### src/core/hfo_consts.vh
`ifndef HFO_CONSTS_VH
`define HFO_CONSTS_VH

// register byte addresses
`define HFO_ADDR_CTRL   8'hb2
`define HFO_ADDR_TRIM   8'hb3
`define HFO_ADDR_CSEL   8'hb4

// hf_osc_control fields
`define HFO_CTRL_RESET  8'h80
`define HFO_CTRL_EN     7
`define HFO_CTRL_RDY    6
`define HFO_CTRL_SUSP   5
`define HFO_CTRL_DIV_HI 1
`define HFO_CTRL_DIV_LO 0

// core_clock_divide_sel codes
`define HFO_DIV8        2'h0
`define HFO_DIV4        2'h1
`define HFO_DIV2        2'h2
`define HFO_DIV1        2'h3

// trim register
`define HFO_TRIM_W      5
`define HFO_TRIM_RESET  5'h10

// clock source select register fields
`define HFO_CSEL_CORE_HI 1
`define HFO_CSEL_CORE_LO 0
`define HFO_CSEL_USB_HI  3
`define HFO_CSEL_USB_LO  2
`define HFO_CSEL_RESET   4'h0
`define HFO_CORE_HF      2'h0
`define HFO_CORE_LF      2'h1
`define HFO_CORE_EXT     2'h2
`define HFO_CORE_MULT2   2'h3
`define HFO_USB_HF       2'h0
`define HFO_USB_EXT      2'h1
`define HFO_USB_MULT     2'h2

// oscillator settling time after start, restart or retrim
`define HFO_SETTLE_NS    640
`define HFO_CLK_NS       40

`endif

### src/core/hfo_clock_select.v
// Local design decision: the strobed register port.
`timescale 1ns/100ps
`include "hfo_consts.vh"
module hfo_clock_select #(
  parameter [`HFO_TRIM_W-1:0] TRIM_FACTORY = `HFO_TRIM_RESET,
  parameter                   SETTLE_NS    = `HFO_SETTLE_NS
) (
  // clock and reset
  input  wire       CLK,
  input  wire       RST_N,
  // register port
  input  wire [7:0] ADDR,
  input  wire [7:0] WR_DATA,
  input  wire       WR_EN,
  input  wire       RD_EN,
  output reg  [7:0] RD_DATA,
  // clock source pins
  input  wire       LF_OSC_IN,
  input  wire       EXT_OSC_IN,
  input  wire       MULT_IN,
  // wake sources
  input  wire       USB_RESUME,
  input  wire       VBUS,
  input  wire       VBUS_POLARITY_SEL,
  // clock enables and status
  output reg        CORE_CLK_EN,
  output reg        USB_CLK_EN,
  output reg        HF_OSC_RUN
);

  localparam integer SETTLE_CYC_RAW = (SETTLE_NS + `HFO_CLK_NS - 1) / `HFO_CLK_NS;
  localparam integer SETTLE_CYC     = (SETTLE_CYC_RAW < 1) ? 1 : SETTLE_CYC_RAW;
  localparam [11:0]  SETTLE_LAST    = SETTLE_CYC[11:0] - 12'h001;
  // reset image of the control register, so its enable bit is picked by position
  localparam [7:0]   CTRL_RESET     = `HFO_CTRL_RESET;

  localparam [1:0] ST_OFF    = 2'h0;
  localparam [1:0] ST_SETTLE = 2'h1;
  localparam [1:0] ST_RUN    = 2'h2;
  localparam [1:0] ST_SUSP   = 2'h3;

  // reset release
  reg rst_meta;
  reg rst_n;

  always @(posedge CLK or negedge RST_N) begin
    if (!RST_N) begin
      rst_meta <= 1'b0;
      rst_n    <= 1'b0;
    end else begin
      rst_meta <= 1'b1;
      rst_n    <= rst_meta;
    end
  end

  // synchronised pins
  wire lf_s;
  wire ext_s;
  wire mult_s;
  wire resume_s;
  wire vbus_s;

  hfo_sync u_sync_lf (
    .clk   (CLK),
    .rst_n (rst_n),
    .din   (LF_OSC_IN),
    .dout  (lf_s)
  );

  hfo_sync u_sync_ext (
    .clk   (CLK),
    .rst_n (rst_n),
    .din   (EXT_OSC_IN),
    .dout  (ext_s)
  );

  hfo_sync u_sync_mult (
    .clk   (CLK),
    .rst_n (rst_n),
    .din   (MULT_IN),
    .dout  (mult_s)
  );

  hfo_sync u_sync_resume (
    .clk   (CLK),
    .rst_n (rst_n),
    .din   (USB_RESUME),
    .dout  (resume_s)
  );

  hfo_sync u_sync_vbus (
    .clk   (CLK),
    .rst_n (rst_n),
    .din   (VBUS),
    .dout  (vbus_s)
  );

  // rising edges of the external clock sources
  reg lf_d;
  reg ext_d;
  reg mult_d;

  always @(posedge CLK or negedge rst_n) begin
    if (!rst_n) begin
      lf_d   <= 1'b0;
      ext_d  <= 1'b0;
      mult_d <= 1'b0;
    end else begin
      lf_d   <= lf_s;
      ext_d  <= ext_s;
      mult_d <= mult_s;
    end
  end

  wire lf_tick;
  wire ext_tick;
  wire mult_tick;

  assign lf_tick   = lf_s & ~lf_d;
  assign ext_tick  = ext_s & ~ext_d;
  assign mult_tick = mult_s & ~mult_d;

  // register decode
  wire wr_ctrl;
  wire wr_trim;
  wire wr_csel;

  assign wr_ctrl = WR_EN & (ADDR == `HFO_ADDR_CTRL);
  assign wr_trim = WR_EN & (ADDR == `HFO_ADDR_TRIM);
  assign wr_csel = WR_EN & (ADDR == `HFO_ADDR_CSEL);

  // software state
  reg                   osc_en;
  reg [1:0]             div_sel;
  reg [`HFO_TRIM_W-1:0] trim;
  reg [1:0]             core_src;
  reg [1:0]             usb_src;

  always @(posedge CLK or negedge rst_n) begin
    if (!rst_n) begin
      osc_en   <= CTRL_RESET[`HFO_CTRL_EN];
      div_sel  <= `HFO_DIV8;
      trim     <= TRIM_FACTORY;
      core_src <= `HFO_CORE_HF;
      usb_src  <= `HFO_USB_HF;
    end else begin
      if (wr_ctrl) begin
        osc_en  <= WR_DATA[`HFO_CTRL_EN];
        div_sel <= WR_DATA[`HFO_CTRL_DIV_HI:`HFO_CTRL_DIV_LO];
      end
      if (wr_trim) begin
        trim <= WR_DATA[`HFO_TRIM_W-1:0];
      end
      if (wr_csel) begin
        core_src <= WR_DATA[`HFO_CSEL_CORE_HI:`HFO_CSEL_CORE_LO];
        usb_src  <= WR_DATA[`HFO_CSEL_USB_HI:`HFO_CSEL_USB_LO];
      end
    end
  end

  // oscillator state machine
  reg  [1:0]  state;
  reg  [1:0]  next_state;
  reg  [11:0] settle_cnt;
  wire        susp_req;
  wire        wake;
  wire        en_now;

  assign susp_req = wr_ctrl & WR_DATA[`HFO_CTRL_SUSP];
  // resume detection is not gated by transceiver enable
  assign wake     = resume_s | (vbus_s == VBUS_POLARITY_SEL);
  // a write that clears the enable wins over suspend in the same cycle
  assign en_now   = wr_ctrl ? WR_DATA[`HFO_CTRL_EN] : osc_en;

  always @* begin
    next_state = state;
    case (state)
      ST_OFF: begin
        if (en_now) begin
          next_state = ST_SETTLE;
        end
      end
      ST_SETTLE: begin
        if (!en_now) begin
          next_state = ST_OFF;
        end else if (susp_req) begin
          next_state = ST_SUSP;
        end else if (!wr_trim && settle_cnt == SETTLE_LAST) begin
          next_state = ST_RUN;
        end
      end
      ST_RUN: begin
        if (!en_now) begin
          next_state = ST_OFF;
        end else if (susp_req) begin
          next_state = ST_SUSP;
        end else if (wr_trim) begin
          next_state = ST_SETTLE;
        end
      end
      ST_SUSP: begin
        if (!en_now) begin
          next_state = ST_OFF;
        end else if (wake) begin
          next_state = ST_SETTLE;
        end
      end
      default: begin
        next_state = ST_OFF;
      end
    endcase
  end

  always @(posedge CLK or negedge rst_n) begin
    if (!rst_n) begin
      state      <= ST_OFF;
      settle_cnt <= 12'h000;
    end else begin
      state <= next_state;
      if (next_state != ST_SETTLE || state != ST_SETTLE || wr_trim) begin
        settle_cnt <= 12'h000;
      end else begin
        settle_cnt <= settle_cnt + 12'h001;
      end
    end
  end

  // oscillator period model, one tick every trim+1 cycles
  reg  [`HFO_TRIM_W-1:0] period_cnt;
  reg                    hf_tick;
  wire                   osc_on;

  assign osc_on = (state == ST_SETTLE) | (state == ST_RUN);

  always @(posedge CLK or negedge rst_n) begin
    if (!rst_n) begin
      period_cnt <= {`HFO_TRIM_W{1'b0}};
      hf_tick    <= 1'b0;
    end else if (!osc_on) begin
      period_cnt <= {`HFO_TRIM_W{1'b0}};
      hf_tick    <= 1'b0;
    end else if (period_cnt >= trim) begin
      period_cnt <= {`HFO_TRIM_W{1'b0}};
      hf_tick    <= (state == ST_RUN);
    end else begin
      period_cnt <= period_cnt + {{(`HFO_TRIM_W-1){1'b0}}, 1'b1};
      hf_tick    <= 1'b0;
    end
  end

  // dividers
  wire hf_div_tick;
  wire mult_half_tick;

  hfo_divider u_div_hf (
    .clk      (CLK),
    .rst_n    (rst_n),
    .tick_in  (hf_tick),
    .sel      (div_sel),
    .tick_out (hf_div_tick)
  );

  hfo_divider u_div_mult (
    .clk      (CLK),
    .rst_n    (rst_n),
    .tick_in  (mult_tick),
    .sel      (`HFO_DIV2),
    .tick_out (mult_half_tick)
  );

  // clock source muxes, both outputs registered to stay glitch free
  reg next_core;
  reg next_usb;

  always @* begin
    case (core_src)
      `HFO_CORE_LF:    next_core = lf_tick;
      `HFO_CORE_EXT:   next_core = ext_tick;
      `HFO_CORE_MULT2: next_core = mult_half_tick;
      default:         next_core = hf_div_tick;
    endcase
  end

  always @* begin
    case (usb_src)
      `HFO_USB_EXT:  next_usb = ext_tick;
      `HFO_USB_MULT: next_usb = mult_tick;
      default:       next_usb = hf_tick;
    endcase
  end

  always @(posedge CLK or negedge rst_n) begin
    if (!rst_n) begin
      CORE_CLK_EN <= 1'b0;
      USB_CLK_EN  <= 1'b0;
      HF_OSC_RUN  <= 1'b0;
    end else begin
      CORE_CLK_EN <= next_core;
      USB_CLK_EN  <= next_usb;
      HF_OSC_RUN  <= osc_on;
    end
  end

  // read port, data valid only in the cycle after the strobe
  reg [7:0] next_rd;

  always @* begin
    next_rd = 8'h00;
    case (ADDR)
      `HFO_ADDR_CTRL: begin
        next_rd[`HFO_CTRL_EN]                       = osc_en;
        next_rd[`HFO_CTRL_RDY]                      = (state == ST_RUN);
        next_rd[`HFO_CTRL_SUSP]                     = (state == ST_SUSP);
        next_rd[`HFO_CTRL_DIV_HI:`HFO_CTRL_DIV_LO] = div_sel;
      end
      `HFO_ADDR_TRIM: begin
        next_rd[`HFO_TRIM_W-1:0] = trim;
      end
      `HFO_ADDR_CSEL: begin
        next_rd[`HFO_CSEL_CORE_HI:`HFO_CSEL_CORE_LO] = core_src;
        next_rd[`HFO_CSEL_USB_HI:`HFO_CSEL_USB_LO]   = usb_src;
      end
      default: begin
        next_rd = 8'h00;
      end
    endcase
  end

  always @(posedge CLK or negedge rst_n) begin
    if (!rst_n) begin
      RD_DATA <= 8'h00;
    end else if (RD_EN) begin
      RD_DATA <= next_rd;
    end else begin
      RD_DATA <= 8'h00;
    end
  end

endmodule

### src/core/hfo_sync.v
`timescale 1ns/100ps
module hfo_sync (
  // clock and reset
  input  wire clk,
  input  wire rst_n,
  // level in and out
  input  wire din,
  output reg  dout
);

  reg meta;

  always @(posedge clk or negedge rst_n) begin
    if (!rst_n) begin
      meta <= 1'b0;
      dout <= 1'b0;
    end else begin
      meta <= din;
      dout <= meta;
    end
  end

endmodule

### src/core/hfo_divider.v
`timescale 1ns/100ps
`include "hfo_consts.vh"
module hfo_divider (
  // clock and reset
  input  wire       clk,
  input  wire       rst_n,
  // tick in, divide code, tick out
  input  wire       tick_in,
  input  wire [1:0] sel,
  output reg        tick_out
);

  reg [2:0] cnt;
  reg [2:0] limit;

  always @* begin
    case (sel)
      `HFO_DIV8: limit = 3'h7;
      `HFO_DIV4: limit = 3'h3;
      `HFO_DIV2: limit = 3'h1;
      default:   limit = 3'h0;
    endcase
  end

  // a shrinking divide code wraps the count at once, no long stall
  always @(posedge clk or negedge rst_n) begin
    if (!rst_n) begin
      cnt      <= 3'h0;
      tick_out <= 1'b0;
    end else if (tick_in) begin
      if (cnt >= limit) begin
        cnt      <= 3'h0;
        tick_out <= 1'b1;
      end else begin
        cnt      <= cnt + 3'h1;
        tick_out <= 1'b0;
      end
    end else begin
      tick_out <= 1'b0;
    end
  end

endmodule

### config.mk
export PLATFORM = sky130hd
export DESIGN_NAME = hfo_clock_select
export DESIGN_NICKNAME = d
export VERILOG_FILES = /design/src/core/hfo_clock_select.v /design/src/core/hfo_sync.v /design/src/core/hfo_divider.v
export VERILOG_INCLUDE_DIRS = /design/src /design/src/core
export SDC_FILE = /design/constraint.sdc
export NUM_CORES = 1
export LEC_CHECK = 0
export BUFFER_PORTS_ARGS = -buffer_cell sky130_fd_sc_hd__buf_2
export CORE_UTILIZATION = 62
export CTS_CLUSTER_DIAMETER = 50
export DETAILED_ROUTE_END_ITERATION = 8
export HOLD_SLACK_MARGIN = 0.03
export PLACE_DENSITY_LB_ADDON = 0.08
export SETUP_SLACK_MARGIN = 0.05
export SYNTH_ARGS = -nofsm -noshare
export SYNTH_HDL_FRONTEND = slang
export SYNTH_SLANG_ARGS = --single-unit
### constraint.sdc
create_clock -name CLK -period 3 [get_ports CLK]
set_input_delay 0.45 -clock CLK [delete_from_list [all_inputs] [get_ports CLK]]
set_output_delay 0.45 -clock CLK [all_outputs]
set_load 0.01 [all_outputs]
=== Word-level counts from Yosys, hierarchy flattened ===
Index checks and enable logic that the tools add are counted.

* Flip-flop bits (word level): 66
* Logic and storage cells: 104

* Add/sub/neg operators: 4
* Magnitude comparators: 3
* Eq/ne operators: 17
* Mux-type cells: 30
* Bitwise gates (word level): 12
* Reductions and logical operators: 6

{| class="wikitable"
|+ Operator list
! cell !! count
|-
| $eq A8 B8 Y1 const B || 3
|-
| $mux W2 || 9
|-
| $add A12 B1 Y12 const B || 1
|-
| $eq A12 B4 Y1 const B || 1
|-
| $eq A2 B2 Y1 const B || 6
|-
| $mux W12 || 1
|-
| $mux W5 || 2
|-
| $mux W3 || 3
|-
| $pmux W3 S3 || 1
|-
| $eq A2 B1 Y1 const B || 4
|-
| $mux W1 || 8
|-
| $mux W8 || 1
|-
| $pmux W2 S4 || 1
|-
| $and A1 B1 Y1 || 7
|-
| $add A3 B1 Y3 const B || 2
|-
| $pmux W2 S3 || 1
|-
| $add A5 B1 Y5 const B || 1
|-
| $ge A5 B5 Y1 || 1
|-
| $logic_not A2 Y1 || 2
|-
| $ne A2 B1 Y1 const B || 2
|-
| $pmux W2 S2 || 1
|-
| $ge A3 B1 Y1 const B || 1
|-
| $ge A3 B3 Y1 || 1
|-
| $not A1 Y1 || 3
|-
| 7 further kinds || 9
|}

=== Longest topological paths before layout ===
* Depth in word-level cells: 12
* Mapped depth: 9
* Gate-level depth less buffers: 8

=== Cells and area by module ===
A second synthesis with hierarchy kept.

* Cells, all modules: 259
* Area total of the unflattened synthesis: 3,064.2 µm²

{| class="wikitable"
|+ Modules (own cells, without submodules)
! module !! instances !! cells each !! area an instance (µm²) !! sequential area each (µm²)
|-
| hfo_clock_select || 1 || 197 || 2,318.5 || 1,203.7
|-
| hfo_divider || 2 || 26 || 247.7 || 100.1
|-
| hfo_sync || 5 || 2 || 50.0 || 50.0
|}

=== Worst setup path after synthesis ===
OpenSTA, ideal clock, no wires.

* Kind: input to register
* Start point: in ADDR[2]
* End point: reg settle_cnt[4]
* Setup time: 0.069 ns
* Arrival: 2.176 ns
* Slack: 0.756 ns
* Cell stages on the path: 7
* Cell sequence: and4b_2 -> nand4_4 -> a221o_1 -> a22o_1 -> a311o_2 -> buf_6 -> nor2_2

* Longest elaborated chain between the ends: 12
* Elaborated cells between the ends (all ways): 21

{| class="wikitable"
|+ Ends and longest elaborated chain
! element !! line !! source
|-
| start: declaration || hfo_clock_select.v:12 || <nowiki>input wire [7:0] ADDR,</nowiki>
|-
| $eq A8 B8 Y1 || -- ||
|-
| $and A1 B1 Y1 || hfo_clock_select.v:129 || <nowiki>assign wr_trim = WR_EN & (ADDR == `HFO_ADDR_TRIM);</nowiki>
|-
| $logic_not A1 Y1 || hfo_clock_select.v:188 || <nowiki>end else if (!wr_trim && settle_cnt == SETTLE_LAST) begin</nowiki>
|-
| $logic_and A1 B1 Y1 || hfo_clock_select.v:188 ||
|-
| $mux W2 || hfo_clock_select.v:188 ||
|-
| $mux W2 || hfo_clock_select.v:186 || <nowiki>end else if (susp_req) begin</nowiki>
|-
| $mux W2 || hfo_clock_select.v:184 || <nowiki>if (!en_now) begin</nowiki>
|-
| $pmux W2 S4 || hfo_clock_select.v:177 || <nowiki>case (state)</nowiki>
|-
| $ne A2 B1 Y1 || hfo_clock_select.v:220 || <nowiki>if (next_state != ST_SETTLE || state != ST_SETTLE || wr_trim) begin</nowiki>
|-
| $logic_or A1 B1 Y1 || hfo_clock_select.v:220 ||
|-
| $logic_or A1 B1 Y1 (*) || hfo_clock_select.v:220 ||
|-
| $mux W12 (*) || hfo_clock_select.v:220 ||
|-
| end signal: assignment || hfo_clock_select.v:223 || <nowiki>settle_cnt <= settle_cnt + 12'h001;</nowiki>
|-
| end: declaration || hfo_clock_select.v:164 || <nowiki>reg [11:0] settle_cnt;</nowiki>
|}

Mark *: on every way between the ends. The rest lies on a longest branch, timed or not.
A chain may end at the register's enable or synchronous reset.

=== Worst setup path in the final report ===
* Start point: reg state[0]
* End point: reg settle_cnt[8]

* Longest elaborated chain between the ends: 8
* Elaborated cells between the ends (all ways): 19

{| class="wikitable"
|+ Ends and longest elaborated chain
! element !! line !! source
|-
| start: declaration || hfo_clock_select.v:162 || <nowiki>reg [1:0] state;</nowiki>
|-
| start signal: assignment || hfo_clock_select.v:219 || <nowiki>state <= next_state;</nowiki>
|-
| $mux W2 (on tied branches) || hfo_clock_select.v:197, hfo_clock_select.v:188 ||
|-
| $mux W2 (on tied branches) || hfo_clock_select.v:195, hfo_clock_select.v:186 ||
|-
| $mux W2 (on tied branches) || hfo_clock_select.v:193, hfo_clock_select.v:184 ||
|-
| $pmux W2 S4 || hfo_clock_select.v:177 ||
|-
| $ne A2 B1 Y1 || hfo_clock_select.v:220 ||
|-
| $logic_or A1 B1 Y1 (*) (2 in a row) || hfo_clock_select.v:220 ||
|-
| $mux W12 (*) || hfo_clock_select.v:220 ||
|}

Marks and branches as above.

==> impl_results.md <==
* Hold Path Class: primary input to flip-flop
* Initial drt markers at 107
* Final period utilization at 76.0%
* Count leader, synth: dfrtp_1
* RSZ-0062 raised after global routing: false
* Routed WL at between 5000 and 6000 um
* Setup-failing EPs final at 0
* Inserted Clock Buffers at 9
* Hold WS at 0.206 ns
* Detail Placement HPWL at ~3800 um
* Via count at between 2000 and 2500
* Yosys top cell by area: dfrtp_1
* Worst Setup End Kind: flip-flop
* Total GRT Usage at 23.6%
* Placed instance area at roughly 0.0032 sq mm
* Final Wtd Congestion at 0.824
* CTS tree: yes
* Slew HR at 61.5%
* Required time worst endpoint at 3.28 ns
* Initial antenna violation count at 0
* Vias in the first global route at around 2000
* First-pass GRT wire length at 8910 um
* Die W at 71.4 um
* Worst skew pair latency at 0.34 ns
* Area of the core at about 0.0045 sq mm
* Post-route cell area at about 0.0034 sq mm
* Syn avg cell area at ~12 sq um
* Critical path arrival at 2.56 ns
* Drt pass-1 iters at 6
* CTS Root Buffer Type: clkbuf_8
* NumNets Final at 345
* Failing checks: DRC
* Top cells by count, synth: 64 x dfrtp_1, 19 x ha_1, 19 x nor2_1, 18 x inv_1
* Top area cells in the synthesized netlist: dfrtp_1 54%, ha_1 8.0%, mux2_2 4.5%, nor2_1 2.4%, xor2_1 2.3%
* Synth warn at 0
* Synthesized area at slightly below 0.003 sq mm
* Total chip power at 1.89 mW
* Worst-margin pin slew at 0.577 ns
* Seq/Total Area, Yosys at 55.5%
* Post-route antenna net violation count at 0
* Routed vias/inst at 5.61
* Clock-pin slew on the worst setup and hold paths at 0.07 ns
* Worst Path Max Fanout at 12
* Boundary Pins at 37
* WHS Path Cells at 1
* Drc violations at 1
* Synth Net Count at 297
* Largest net degree at the start of global routing at 29
* Synth cell types at 44
* # rows at 24
* Final core utilization at between 70 and 80%
* Crit path kind: flip-flop to flip-flop
* Starting Density at between 60 and 70%
* WL per Instance at 14.3 um
* Area Overhead vs Synth at 15.5%
* Max cap viols at 0
* Area share of the largest cell type after synthesis at roughly 54%
* Status: complete, but fails checks
* Share of layout cells above drive strength 1 at 28.9%
* Setup Total Neg Slack at 0 ns
* Post-synth EDFFs at 0
* Clk buf depth at 2
* Diodes inserted at 0
* Final Hold Violating Endpoints at 0
* Max-slew violation count at 0
* Async S/R FF share, synth at 100%
* Minimum clock period at 2.28 ns
* Pwr dens at 549 mW/mm^2
* Height of the die at 71.4 um
* Top_reg_cell synth: dfrtp_1
* CTS sink cnt at 66
* FMAX at about 0.44 GHz
* Die area at 0.00509 sq mm
* Setup crit start kind: flip-flop
* I/O Buffers at 35
* Gates resized, CTS repair at 0
* Total congestion overflow at 0
* H-tree depth at 3
* Yosys reg bits at 66
* Synthesized instance count at roughly 250
* Maximum vdd drop at between 0.4 and 0.5 mV
* FF-to-FF path depth at 8
* Setup Skew at 0.00792 ns
* Leakage power at 1.66 nW
==> timing repair <==
action                                 CTS  global route
endpoints found under the hold margin    2             0
buffers inserted                         0             0
hold buffers                             1             0
==> where the power goes <==
part / leakage (nW) / internal (mW) / switching, mW
clock network: 0.0945 / 0.405 / 0.344
logic: 0.702 / 0.0746 / 0.100
registers: 0.867 / 0.931 / 0.0367
total: 1.66 / 1.41 / 0.480
==> critical path: stages, from the launching register on <==
cell and delay [ns]:
dfrtp_1 0.42, inv_1 0.12, ha_1 0.28, nand3_1 0.11, o31ai_1 0.08, a221o_1 0.27, a22o_1 0.25, a311o_2 0.54
nor2_2 0.15
==> through the flow <==
step / setup slack (ns) / std cells
final: 0.720 / 357
after global routing: 0.543 / 357
after CTS: 0.709 / 357
after detailed placement: 0.484 / 340
after global placement: 0.510 / 340
after floorplan: 0.756 / 252
==> final timing paths <==
kind                            from              to  slack (ns)
setup / recovery            state[0]   settle_cnt[8]        0.72
hold reg to reg                rst_n     core_src[1]        0.27
setup reg to reg            state[0]   settle_cnt[8]        0.72
max in group asynchronous      rst_n         trim[4]        2.00
min in group asynchronous      rst_n     core_src[1]        0.27
hold / removal             LF_OSC_IN  u_sync_lf.meta        0.21
==> registers in the layout, indices dropped and copies added (netlist names), 2 cells and up <==
| signal | flops |
|---|---|
| RD_DATA | 8 |
| usb_src | 2 |
| u_div_mult.cnt | 3 |
| state | 2 |
| period_cnt | 5 |
| trim | 5 |
| u_div_hf.cnt | 3 |
| settle_cnt | 12 |
| div_sel | 2 |
| core_src | 2 |
==> placed cells by master (no fill, tap or decap), drive strengths merged, types with 5 or more instances in the layout <==
cell	count
nand2	12
mux2	12
xor2	8
xnor2	6
o21ai	6
nor2b	7
clkbuf	10
ha	19
nand3	11
dfrtp	64
nor2	29
inv	18
a21oi	5
and3	6
buf	38
==> routing by layer <==
metal	vias to the layer above	part of all wire [%]	global-route usage (%)	wire (um)
li1	973	-	-	-
met2	49	48	38.2	2460
met1	968	45	29.9	2300
met3	13	4.0	5.20	207
met4	0	2.9	12.9	151
met5	-	0	0	0
==> final cells by class <==
type | instances | area (sq um)
clock buffers | 10 | 138
clock inverters | 6 | 66.3
fillers | 302 | 1030
inverters | 18 | 67.6
multi-input cells | 166 | 1250
flip-flops and latches | 66 | 1660
well taps | 52 | 65.1
repair buffers | 39 | 208
==> logic make-up (layout without fill, tap and decap cells) <==
family	count (synthesis)	count (layout)	share of synthesized area (%)
simple gates	86	86	16.4
xor+xnor	14	14	4.11
mux	13	13	5.29
compound gates	33	33	7.93
fa+ha+maj	19	19	7.97
buf+inv	20	73	2.77
other cells	1	1	0.126
flops	66	66	55.5
(Power assumes the default switching activity.)
